<file path="config.mk">
export PLATFORM = sky130hd
export DESIGN_NAME = mscsr_top
export DESIGN_NICKNAME = d
export VERILOG_FILES = /design/src/design/mscsr_pkg.sv /design/src/design/mscsr_tick.sv /design/src/design/mscsr_top.sv
export SDC_FILE = /design/constraint.sdc
export NUM_CORES = 1
export LEC_CHECK = 0
export ABC_AREA = 1
export BUFFER_PORTS_ARGS = -buffer_cell sky130_fd_sc_hd__buf_4
export CORE_UTILIZATION = 65
export DETAILED_ROUTE_END_ITERATION = 7
export GPL_TIMING_DRIVEN = 0
export PLACE_DENSITY_LB_ADDON = 0.12
export SLEW_MARGIN = 20
export SYNTH_ARGS = -nofsm -noshare
export SYNTH_HDL_FRONTEND = slang
export SYNTH_SLANG_ARGS = --single-unit
</file>
<file path="constraint.sdc">
create_clock -name MCLK -period 5.95 [get_ports MCLK]
set_input_delay 1.785 -clock MCLK [delete_from_list [all_inputs] [get_ports MCLK]]
set_output_delay 1.785 -clock MCLK [all_outputs]
set_load 0.005 [all_outputs]
</file>
<file path="src/design/mscsr_pkg.sv">
// constants, field layouts and carrier types of the miscellaneous system register block
package mscsr_pkg;

  // register byte offsets
  localparam logic [7:0] OFS_PIN_CONFIG   = 8'h88;
  localparam logic [7:0] OFS_TIMER_CONFIG = 8'h8c;
  localparam logic [7:0] OFS_TIMER_COUNT  = 8'h90;
  localparam logic [7:0] OFS_WORD_ORDER   = 8'h98;
  localparam logic [7:0] OFS_TICK_COUNT   = 8'h9c;
  localparam logic [7:0] OFS_DROP_COUNT   = 8'ha0;

  // field positions
  localparam int PIN_DATA_LSB    = 0;
  localparam int PIN_ODATA_LSB   = 3;
  localparam int PIN_DIR_LSB     = 8;
  localparam int ROM_SEL_LSB     = 20;
  localparam int TIMER_RUN_BIT   = 29;

  // reset values and special patterns
  localparam logic [15:0] PRELOAD_RESET  = 16'hffff;
  localparam logic [15:0] COUNT_RESET    = 16'hffff;
  localparam logic [31:0] WORD_ORDER_RST = 32'h00000000;
  localparam logic [31:0] SWAP_PATTERN   = 32'hffffffff;
  localparam logic [31:0] DROP_HALF_FROM = 32'h07ffffff;
  localparam logic [31:0] DROP_HALF_TO   = 32'h08000000;

  // timing: system clock and tick rate
  localparam int CLK_PERIOD_PS   = 5000;
  localparam int TICK_PERIOD_PS  = 40000;
  localparam int TICK_DIV        = TICK_PERIOD_PS / CLK_PERIOD_PS;
  localparam int TICK_CLEAR_NS   = 160;
  localparam int TICK_CLEAR_CYC  = (TICK_CLEAR_NS * 1000) / CLK_PERIOD_PS;

  // ROM pin select codes
  typedef enum logic [2:0] {
    ROM_SEL_ROM     = 3'h0,
    ROM_SEL_OUTS    = 3'h1,
    ROM_SEL_RES2    = 3'h2,
    ROM_SEL_OUT_RX  = 3'h3,
    ROM_SEL_RES4    = 3'h4,
    ROM_SEL_TX_OUT  = 3'h5,
    ROM_SEL_TX_RX   = 3'h6,
    ROM_SEL_CLOCKS  = 3'h7
  } mscsr_rom_sel_type;

  // timer states, one-hot
  typedef enum logic [1:0] {
    TMR_IDLE = 2'b01,
    TMR_RUN  = 2'b10
  } mscsr_tmr_state_type;

  // stored pin configuration
  typedef struct packed {
    logic [2:0] pin_direction_bit;
    logic [1:0] output_only_data_bit;
    logic [2:0] pin_data_bit;
    logic [2:0] serial_rom_pin_select;
  } mscsr_pin_cfg_type;

  // one routed pin: level and enable
  typedef struct packed {
    logic level;
    logic enable;
  } mscsr_pin_drv_type;

endpackage

</file>
<file path="src/design/mscsr_tick.sv">
// tick enable divider and free-running 32-bit tick counter
`timescale 1ns/1ps
`default_nettype none
module mscsr_tick #(
  parameter int DIV = mscsr_pkg::TICK_DIV
) (
  input  wire logic        clk,
  input  wire logic        srst,
  output logic             tick,
  output logic [31:0]      tick_count
);

  localparam int DW = (DIV > 1) ? $clog2(DIV) : 1;

  if (DIV < 2) begin : g_bad_div
    $error("mscsr_tick: DIV must be at least 2");
  end

  logic [DW-1:0] div_reg;
  logic [DW-1:0] div_next;
  logic          tick_reg;
  logic          tick_next;
  logic [31:0]   cnt_reg;
  logic [31:0]   cnt_next;

  // divider and counter; no power-state input, so it runs in D0, D1 and D2 alike
  always_comb begin
    tick_next = 1'b0;
    div_next  = div_reg + 1'b1;
    if (div_reg == DW'(DIV - 1)) begin
      div_next  = '0;
      tick_next = 1'b1;
    end
    cnt_next = cnt_reg;
    if (tick_reg) begin
      cnt_next = cnt_reg + 32'h00000001; // wraps through zero
    end
  end

  // synchronous reset clears at once, well inside the allowed settling time
  always_ff @(posedge clk) begin
    if (srst) begin
      div_reg  <= '0;
      tick_reg <= 1'b0;
      cnt_reg  <= 32'h00000000;
    end else begin
      div_reg  <= div_next;
      tick_reg <= tick_next;
      cnt_reg  <= cnt_next;
    end
  end

  assign tick       = tick_reg;
  assign tick_count = cnt_reg;

endmodule
`default_nettype wire

</file>
<file path="src/design/mscsr_top.sv">
// miscellaneous system registers: pins, ROM pin routing, timer, word order, counters
`timescale 1ns/1ps
`default_nettype none
module mscsr_top #(
  parameter int TICK_DIV = mscsr_pkg::TICK_DIV
) (
  input  wire logic        MCLK,
  input  wire logic        SRST,
  input  wire logic        HOST_CS_N,
  input  wire logic        HOST_RD_N,
  input  wire logic        HOST_WR_N,
  input  wire logic [7:1]  HOST_ADDR,
  input  wire logic [15:0] HOST_DATA_IN,
  output logic [15:0]      HOST_DATA_OUT,
  output logic             HOST_DATA_OE,
  output logic             HOST_HALF_HI,
  input  wire logic [2:0]  GPIO_IN,
  output logic [2:0]       GPIO_OUT,
  output logic [2:0]       GPIO_OE,
  input  wire logic        ROM_CTRL_DATA,
  input  wire logic        ROM_CTRL_DATA_OE,
  input  wire logic        ROM_CTRL_CLK,
  input  wire logic        MAC_TX_EN,
  input  wire logic        MAC_RX_DV,
  input  wire logic        MAC_TX_CLK,
  input  wire logic        MAC_RX_CLK,
  output logic             ROM_DATA_OUT,
  output logic             ROM_DATA_OE,
  output logic             ROM_CLK_OUT,
  output logic             ROM_CLK_OE,
  input  wire logic        FRAME_DROPPED,
  output logic             TIMER_EVENT,
  output logic             DROP_HALF_EVENT
);

  // picks one 16-bit half of a register word
  function automatic logic [15:0] half_of(input logic [31:0] w, input logic hi);
    half_of = hi ? w[31:16] : w[15:0];
  endfunction

  // --------------------------------------------------------------------
  // host strobes: act once on the first cycle of each access
  logic        rd_act;
  logic        wr_act;
  logic        rd_act_reg;
  logic        wr_act_reg;
  logic        rd_go;
  logic        wr_go;
  logic        swapped;
  logic        half_hi;
  logic [7:0]  word_addr;

  assign rd_act    = !HOST_CS_N && !HOST_RD_N;
  assign wr_act    = !HOST_CS_N && !HOST_WR_N && HOST_RD_N;
  assign rd_go     = rd_act && !rd_act_reg;
  assign wr_go     = wr_act && !wr_act_reg;
  assign word_addr = {HOST_ADDR[7:2], 2'b00};

  // half select: plain order unless the swap pattern is held
  logic [31:0] word_order_reg;
  logic [31:0] word_order_next;
  assign swapped = (word_order_reg == mscsr_pkg::SWAP_PATTERN);
  assign half_hi = HOST_ADDR[1] ^ swapped;

  // --------------------------------------------------------------------
  // tick source and free-running counter
  logic        tick;
  logic [31:0] tick_count;

  mscsr_tick #(
    .DIV        (TICK_DIV)
  ) u_tick (
    .clk        (MCLK),
    .srst       (SRST),
    .tick       (tick),
    .tick_count (tick_count)
  );

  // --------------------------------------------------------------------
  // configuration state
  mscsr_pkg::mscsr_pin_cfg_type   pin_cfg_reg;
  mscsr_pkg::mscsr_pin_cfg_type   pin_cfg_next;
  mscsr_pkg::mscsr_tmr_state_type tmr_state_reg;
  mscsr_pkg::mscsr_tmr_state_type tmr_state_next;
  logic [15:0]                    preload_reg;
  logic [15:0]                    preload_next;
  logic [15:0]                    tmr_count_reg;
  logic [15:0]                    tmr_count_next;
  logic                           tmr_event_reg;
  logic                           tmr_event_next;
  logic                           run_wr;
  logic                           run_val;
  logic                           hi_wr;
  logic                           lo_wr;

  assign hi_wr   = wr_go && half_hi;
  assign lo_wr   = wr_go && !half_hi;
  assign run_wr  = hi_wr && (word_addr == mscsr_pkg::OFS_TIMER_CONFIG);
  assign run_val = HOST_DATA_IN[mscsr_pkg::TIMER_RUN_BIT - 16];

  // pin configuration and word order writes, one half per access
  always_comb begin
    pin_cfg_next    = pin_cfg_reg;
    word_order_next = word_order_reg;
    if (word_addr == mscsr_pkg::OFS_PIN_CONFIG && lo_wr) begin
      pin_cfg_next.pin_data_bit         = HOST_DATA_IN[mscsr_pkg::PIN_DATA_LSB +: 3];
      pin_cfg_next.output_only_data_bit = HOST_DATA_IN[mscsr_pkg::PIN_ODATA_LSB +: 2];
      pin_cfg_next.pin_direction_bit    = HOST_DATA_IN[mscsr_pkg::PIN_DIR_LSB +: 3];
    end
    if (word_addr == mscsr_pkg::OFS_PIN_CONFIG && hi_wr) begin
      pin_cfg_next.serial_rom_pin_select = HOST_DATA_IN[mscsr_pkg::ROM_SEL_LSB - 16 +: 3];
    end
    if (word_addr == mscsr_pkg::OFS_WORD_ORDER && lo_wr) begin
      word_order_next[15:0] = HOST_DATA_IN;
    end
    if (word_addr == mscsr_pkg::OFS_WORD_ORDER && hi_wr) begin
      word_order_next[31:16] = HOST_DATA_IN;
    end
  end

  // timer: run control, preload, countdown and event
  always_comb begin
    tmr_state_next = tmr_state_reg;
    preload_next   = preload_reg;
    tmr_count_next = tmr_count_reg;
    tmr_event_next = 1'b0;
    if (word_addr == mscsr_pkg::OFS_TIMER_CONFIG && lo_wr) begin
      preload_next = HOST_DATA_IN;
    end
    case (tmr_state_reg)
      mscsr_pkg::TMR_IDLE: begin
        if (run_wr && run_val) begin
          tmr_state_next = mscsr_pkg::TMR_RUN;
          tmr_count_next = preload_reg;
        end
      end
      mscsr_pkg::TMR_RUN: begin
        if (run_wr && !run_val) begin
          tmr_state_next = mscsr_pkg::TMR_IDLE;
          preload_next   = mscsr_pkg::PRELOAD_RESET;
        end else if (tick) begin
          if (tmr_count_reg == 16'h0000) begin
            tmr_count_next = preload_reg;
            tmr_event_next = 1'b1;
          end else begin
            tmr_count_next = tmr_count_reg - 16'h0001;
          end
        end
      end
      default: begin
        tmr_state_next = mscsr_pkg::TMR_IDLE;
      end
    endcase
  end

  // --------------------------------------------------------------------
  // coherent counter reads: the first half read latches the whole word
  logic        tick_pend_reg;
  logic        tick_pend_next;
  logic [31:0] tick_cap_reg;
  logic [31:0] tick_cap_next;
  logic        drop_pend_reg;
  logic        drop_pend_next;
  logic [31:0] drop_cap_reg;
  logic [31:0] drop_cap_next;
  logic [31:0] drop_cnt_reg;
  logic [31:0] drop_cnt_next;
  logic        drop_half_reg;
  logic        drop_half_next;
  logic        rd_tick;
  logic        rd_drop;

  assign rd_tick = rd_go && (word_addr == mscsr_pkg::OFS_TICK_COUNT);
  assign rd_drop = rd_go && (word_addr == mscsr_pkg::OFS_DROP_COUNT);

  // clearing on read of only the first half keeps the pair whole; a frame
  // dropped in the clearing cycle still counts, so nothing is lost
  always_comb begin
    tick_pend_next = tick_pend_reg;
    tick_cap_next  = tick_cap_reg;
    drop_pend_next = drop_pend_reg;
    drop_cap_next  = drop_cap_reg;
    drop_cnt_next  = drop_cnt_reg;
    drop_half_next = 1'b0;
    if (rd_tick) begin
      tick_pend_next = !tick_pend_reg;
      if (!tick_pend_reg) begin
        tick_cap_next = tick_count;
      end
    end
    if (rd_drop) begin
      drop_pend_next = !drop_pend_reg;
      if (!drop_pend_reg) begin
        drop_cap_next = drop_cnt_reg;
        drop_cnt_next = 32'h00000000;
      end
    end
    if (FRAME_DROPPED) begin
      drop_cnt_next = drop_cnt_next + 32'h00000001;
      if (drop_cnt_reg == mscsr_pkg::DROP_HALF_FROM &&
          drop_cnt_next == mscsr_pkg::DROP_HALF_TO) begin
        drop_half_next = 1'b1;
      end
    end
  end

  // --------------------------------------------------------------------
  // read mux: words are built whole, then the selected half is returned
  logic [31:0] rd_word;
  logic [15:0] data_out_reg;
  logic [15:0] data_out_next;
  logic        data_oe_reg;
  logic        half_hi_reg;

  always_comb begin
    rd_word = 32'h00000000; // unmapped and reserved bits read zero
    case (word_addr)
      mscsr_pkg::OFS_PIN_CONFIG: begin
        rd_word[mscsr_pkg::PIN_DATA_LSB +: 3]  = GPIO_IN;
        rd_word[mscsr_pkg::PIN_ODATA_LSB +: 2] = pin_cfg_reg.output_only_data_bit;
        rd_word[mscsr_pkg::PIN_DIR_LSB +: 3]   = pin_cfg_reg.pin_direction_bit;
        rd_word[mscsr_pkg::ROM_SEL_LSB +: 3]   = pin_cfg_reg.serial_rom_pin_select;
      end
      mscsr_pkg::OFS_TIMER_CONFIG: begin
        rd_word[mscsr_pkg::TIMER_RUN_BIT] = (tmr_state_reg == mscsr_pkg::TMR_RUN);
        rd_word[15:0]                     = preload_reg;
      end
      mscsr_pkg::OFS_TIMER_COUNT: begin
        rd_word[15:0] = tmr_count_reg;
      end
      mscsr_pkg::OFS_WORD_ORDER: begin
        rd_word = word_order_reg;
      end
      mscsr_pkg::OFS_TICK_COUNT: begin
        rd_word = tick_pend_reg ? tick_cap_reg : tick_count;
      end
      mscsr_pkg::OFS_DROP_COUNT: begin
        rd_word = drop_pend_reg ? drop_cap_reg : drop_cnt_reg;
      end
      default: begin
        rd_word = 32'h00000000;
      end
    endcase
    data_out_next = data_out_reg;
    if (rd_go) begin
      data_out_next = half_of(rd_word, half_hi);
    end
  end

  // --------------------------------------------------------------------
  // pin drive: the general pins and the routed ROM pins
  mscsr_pkg::mscsr_pin_drv_type rom_data_next;
  mscsr_pkg::mscsr_pin_drv_type rom_clk_next;
  mscsr_pkg::mscsr_pin_drv_type rom_data_reg;
  mscsr_pkg::mscsr_pin_drv_type rom_clk_reg;
  logic [2:0]                   gpio_out_reg;
  logic [2:0]                   gpio_oe_reg;

  // reserved codes leave both pins undriven rather than guess a function
  always_comb begin
    rom_data_next = '{level: 1'b0, enable: 1'b0};
    rom_clk_next  = '{level: 1'b0, enable: 1'b0};
    case (pin_cfg_reg.serial_rom_pin_select)
      mscsr_pkg::ROM_SEL_ROM: begin
        rom_data_next = '{level: ROM_CTRL_DATA, enable: ROM_CTRL_DATA_OE};
        rom_clk_next  = '{level: ROM_CTRL_CLK, enable: 1'b1};
      end
      mscsr_pkg::ROM_SEL_OUTS: begin
        rom_data_next = '{level: pin_cfg_reg.output_only_data_bit[0], enable: 1'b1};
        rom_clk_next  = '{level: pin_cfg_reg.output_only_data_bit[1], enable: 1'b1};
      end
      mscsr_pkg::ROM_SEL_OUT_RX: begin
        rom_data_next = '{level: pin_cfg_reg.output_only_data_bit[0], enable: 1'b1};
        rom_clk_next  = '{level: MAC_RX_DV, enable: 1'b1};
      end
      mscsr_pkg::ROM_SEL_TX_OUT: begin
        rom_data_next = '{level: MAC_TX_EN, enable: 1'b1};
        rom_clk_next  = '{level: pin_cfg_reg.output_only_data_bit[1], enable: 1'b1};
      end
      mscsr_pkg::ROM_SEL_TX_RX: begin
        rom_data_next = '{level: MAC_TX_EN, enable: 1'b1};
        rom_clk_next  = '{level: MAC_RX_DV, enable: 1'b1};
      end
      mscsr_pkg::ROM_SEL_CLOCKS: begin
        rom_data_next = '{level: MAC_TX_CLK, enable: 1'b1};
        rom_clk_next  = '{level: MAC_RX_CLK, enable: 1'b1};
      end
      default: begin
        rom_data_next = '{level: 1'b0, enable: 1'b0};
        rom_clk_next  = '{level: 1'b0, enable: 1'b0};
      end
    endcase
  end

  // --------------------------------------------------------------------
  // all state registers; the network side takes no part in the swap, so its
  // low-order-word-first order is fixed outside this block
  always_ff @(posedge MCLK) begin
    if (SRST) begin
      rd_act_reg     <= 1'b0;
      wr_act_reg     <= 1'b0;
      word_order_reg <= mscsr_pkg::WORD_ORDER_RST;
      pin_cfg_reg    <= '0;
      tmr_state_reg  <= mscsr_pkg::TMR_IDLE;
      preload_reg    <= mscsr_pkg::PRELOAD_RESET;
      tmr_count_reg  <= mscsr_pkg::COUNT_RESET;
      tmr_event_reg  <= 1'b0;
      tick_pend_reg  <= 1'b0;
      tick_cap_reg   <= 32'h00000000;
      drop_pend_reg  <= 1'b0;
      drop_cap_reg   <= 32'h00000000;
      drop_cnt_reg   <= 32'h00000000;
      drop_half_reg  <= 1'b0;
      data_out_reg   <= 16'h0000;
      data_oe_reg    <= 1'b0;
      half_hi_reg    <= 1'b0;
      gpio_out_reg   <= 3'h0;
      gpio_oe_reg    <= 3'h0;
      rom_data_reg   <= '0;
      rom_clk_reg    <= '0;
    end else begin
      rd_act_reg     <= rd_act;
      wr_act_reg     <= wr_act;
      word_order_reg <= word_order_next;
      pin_cfg_reg    <= pin_cfg_next;
      tmr_state_reg  <= tmr_state_next;
      preload_reg    <= preload_next;
      tmr_count_reg  <= tmr_count_next;
      tmr_event_reg  <= tmr_event_next;
      tick_pend_reg  <= tick_pend_next;
      tick_cap_reg   <= tick_cap_next;
      drop_pend_reg  <= drop_pend_next;
      drop_cap_reg   <= drop_cap_next;
      drop_cnt_reg   <= drop_cnt_next;
      drop_half_reg  <= drop_half_next;
      data_out_reg   <= data_out_next;
      data_oe_reg    <= rd_act;
      half_hi_reg    <= half_hi;
      gpio_out_reg   <= pin_cfg_reg.pin_data_bit;
      gpio_oe_reg    <= pin_cfg_reg.pin_direction_bit;
      rom_data_reg   <= rom_data_next;
      rom_clk_reg    <= rom_clk_next;
    end
  end

  assign HOST_DATA_OUT   = data_out_reg;
  assign HOST_DATA_OE    = data_oe_reg;
  assign HOST_HALF_HI    = half_hi_reg;
  assign GPIO_OUT        = gpio_out_reg;
  assign GPIO_OE         = gpio_oe_reg;
  assign ROM_DATA_OUT    = rom_data_reg.level;
  assign ROM_DATA_OE     = rom_data_reg.enable;
  assign ROM_CLK_OUT     = rom_clk_reg.level;
  assign ROM_CLK_OE      = rom_clk_reg.enable;
  assign TIMER_EVENT     = tmr_event_reg;
  assign DROP_HALF_EVENT = drop_half_reg;

endmodule
`default_nettype wire

</file>
==> results.sh <==
export IMPL_mostFrequentLayoutCell="nand2_1"
export IMPL_cts_tree="built"
export IMPL_cts_hold_buf=0
export IMPL_antenna_found_initial=0
export IMPL_grt_setup_unrepaired="false"
export IMPL_yosysWarnings=0
export IMPL_cp_slowest_stage_delay_ns=0.32
export IMPL_ys_types=50
export IMPL_synthSimpleGateAreaFrac=0.322
export IMPL_cp_end_kind="register"
export IMPL_multi_input_area_um2=6580
export IMPL_seqCellArea_um2=4840
export IMPL_max_cap_viol_count=0
export IMPL_gp_congestion=1.02
export IMPL_die_h_um=141
export IMPL_ys_seq_area_frac=0.384
export IMPL_cts_resized=0
export IMPL_routedWlPerCell_um=19.1
export IMPL_synth_seq_cells=242
export IMPL_finalSetupViolations=0
export IMPL_grt_pass1_vias=12900
export IMPL_final_util=0.761
export IMPL_power_density_nw_per_um2=253
export IMPL_num_fill_cells=1519
export IMPL_ios=69
export IMPL_critPathRequiredTime_ns=6.39
export IMPL_start_util=0.670
export IMPL_max_slew_margin_rel=0.307
export IMPL_clk_path_buf_depth=3
export IMPL_cts_sinks=242
export IMPL_finClkSkew_ns=0.0122
export IMPL_firstDrtPassIters=7
export IMPL_syn_mean_instance_area_um2=6.52
export IMPL_critPathArrivalTime_ns=4.66
export IMPL_path_buf_inv=7
export IMPL_netlist_instances=1934
export IMPL_peakVddDrop_mv=0.213
export IMPL_worstPathMaxFanout=10
export IMPL_tightest_slew_ns=1.04
export IMPL_synth_xor_area_frac=0.0160
export IMPL_layout_common_cells="555 x nand2_1, 242 x dfxtp_1, 195 x inv_1"
export IMPL_cts_made_buffers=26
export IMPL_syn_to_final_growth_pct=13.7
export IMPL_path_delay_family="simple AND/OR/NAND/NOR gates"
export IMPL_min_period_ns=4.22
export IMPL_syn_num_nets=1979
export IMPL_synth_area_um2=12600
export IMPL_grt_max_degree=15
export IMPL_grt_pass1_wl_mm=68.6
export IMPL_max_freq_mhz=237
export IMPL_synth_top_family_by_area="simple AND/OR/NAND/NOR gates"
export IMPL_placedInstanceArea_um2=13400
export IMPL_drive_above_1_share=0.0874
export IMPL_insertion_delay_ns=0.54
export IMPL_h_tree_depth=1
export IMPL_cp_cell_sequence="buf_4, inv_1, nor2_2, nand2_1, nor2_4, nand3_4, buf_6, buf_6, buf_2, nand2_1, inv_1, ha_1, nand2_1, nand3b_1, nor2_1, nand2_2, nor2_1, nand2_1, nand2_1, nand3_1, nand2_1, inv_1"
export IMPL_final_design_area_no_fill_um2=14300
export IMPL_die_x_um=141
export IMPL_fin_crit_sh=0.710
export IMPL_crit_type="in2reg"
export IMPL_wl_mm=44.2
export IMPL_whs_ns=0.431
export IMPL_outcome="finished, final reports clean"
export IMPL_die_area_um2=20000
export IMPL_drc=0
export IMPL_numPortBuffers=67
export IMPL_crit_path_frequent_cell="nand2_1"
export IMPL_nets=2074
export IMPL_track_usage=0.442
export IMPL_drv_slew=0
export IMPL_ant_nets=0
export IMPL_cts_setup_buffers=0
export IMPL_crit_path_start_kind="primary input"
export IMPL_dp_final_hpwl_mm=32.9
export IMPL_hold_path_class="reg2reg"
export IMPL_synthAdderAreaFrac=0.00595
export IMPL_leakage_nw=5.69
export IMPL_total_power_mw=3.62
export IMPL_grt_overflow=0
export IMPL_synth_compound_area_frac=0.173
export IMPL_hold_viol=0
export IMPL_path_clk_slew_ns=0.06
export IMPL_drt_first_iter_violations=1827
export IMPL_placementRows=50
export IMPL_setup_tns_ns=0
export IMPL_post_drt_via_cell_ratio=6.06
export IMPL_vias=14000
export IMPL_slowest_stage="nor2_1"
export IMPL_cts_root_buf="clkbuf_16"
export IMPL_synthMuxAreaShare=0.00476
export IMPL_core_um2=18800
stage by stage:
step / cells / setup slack [ns]
after floorplan: 1934 / 2.01
after global placement: 2261 / 1.22
after detailed placement: 2261 / 1.24
after CTS: 2309 / 1.77
after global routing: 2309 / 1.42
final: 2311 / 1.73
cell families (layout without fill, tap and decap cells):
group           Yosys count  in the layout
fa+ha+maj                 6              6
other cells               0              2
xor+xnor                 23             23
mux                       6              6
flops                   242            242
simple gates            954            954
compound gates          404            404
buf+inv                 299            414
layout make-up:
type,count,area share
Buffer,96,0.0293
Sequential cell,242,0.338
Antenna cell,2,0.000349
Timing Repair Buffer,67,0.0351
Clock buffer,30,0.0486
Clock inverter,18,0.0138
Inverter,203,0.0532
Multi-Input combinational cell,1393,0.459
Tap cell,260,0.0227
final timing paths:
check,start,endpoint,slack (ns),cells after the start
max,HOST_ADDR[7],drop_cnt_reg[22],1.73,22
min reg2reg,pin_cfg_reg[5],GPIO_OUT[2],0.43,2
min,pin_cfg_reg[5],GPIO_OUT[2],0.43,2
max reg2reg,HOST_DATA_OE,drop_cnt_reg[22],2.85,18
power breakdown:
part / internal, mW / total, mW / switching, mW
clock: 1.01 / 1.71 / 0.702
combinational: 0.0763 / 0.233 / 0.157
sequential: 1.64 / 1.68 / 0.0316
total: 2.73 / 3.62 / 0.891
worst register-to-register path: stages, from the launching register on:
cell,delay (ns)
dfxtp_1,0.37
nor3_4,0.10
nand3_4,0.16
buf_6,0.17
buf_6,0.15
buf_2,0.28
nand2_1,0.11
inv_1,0.07
ha_1,0.17
nand2_1,0.10
nand3b_1,0.26
nor2_1,0.32
nand2_2,0.17
nor2_1,0.22
nand2_1,0.09
nand2_1,0.08
nand3_1,0.06
nand2_1,0.08
inv_1,0.03
synthesized netlist by cell type (all sizes together):
library cell	n	share of area
a211oi	15	0.0089
a21oi	168	0.067
a22oi	1	0.00060
a31oi	7	0.0040
a41oi	1	0.00069
and2	1	0.00050
buf	35	0.015
clkbuf	61	0.018
clkinv	2	0.00060
dfxtp	242	0.38
ha	6	0.0060
inv	201	0.060
mux2i	6	0.0048
nand2	564	0.17
nand3	156	0.065
nand3b	2	0.0012
nand4	17	0.0084
nor2	161	0.053
nor3	39	0.018
nor3b	1	0.00060
nor4	5	0.0025
o2111ai	6	0.0042
o211a	1	0.00079
o211ai	19	0.011
o21a	2	0.0012
o21ai	173	0.069
o21bai	1	0.00060
o221ai	1	0.00069
o22ai	8	0.0040
o31ai	1	0.00060
or2	8	0.0040
xnor2	5	0.0035
xor2	18	0.013
routing by layer:
layer | track usage | vias to the layer above | wire (um)
met5 | 0 | - | 0
met4 | 0.251 | 0 | 2600
met3 | 0.0999 | 214 | 5490
met2 | 0.707 | 966 | 19600
met1 | 0.550 | 6333 | 16600
li1 | - | 6503 | -
Note: power is estimated with default switching activity, not from simulation.
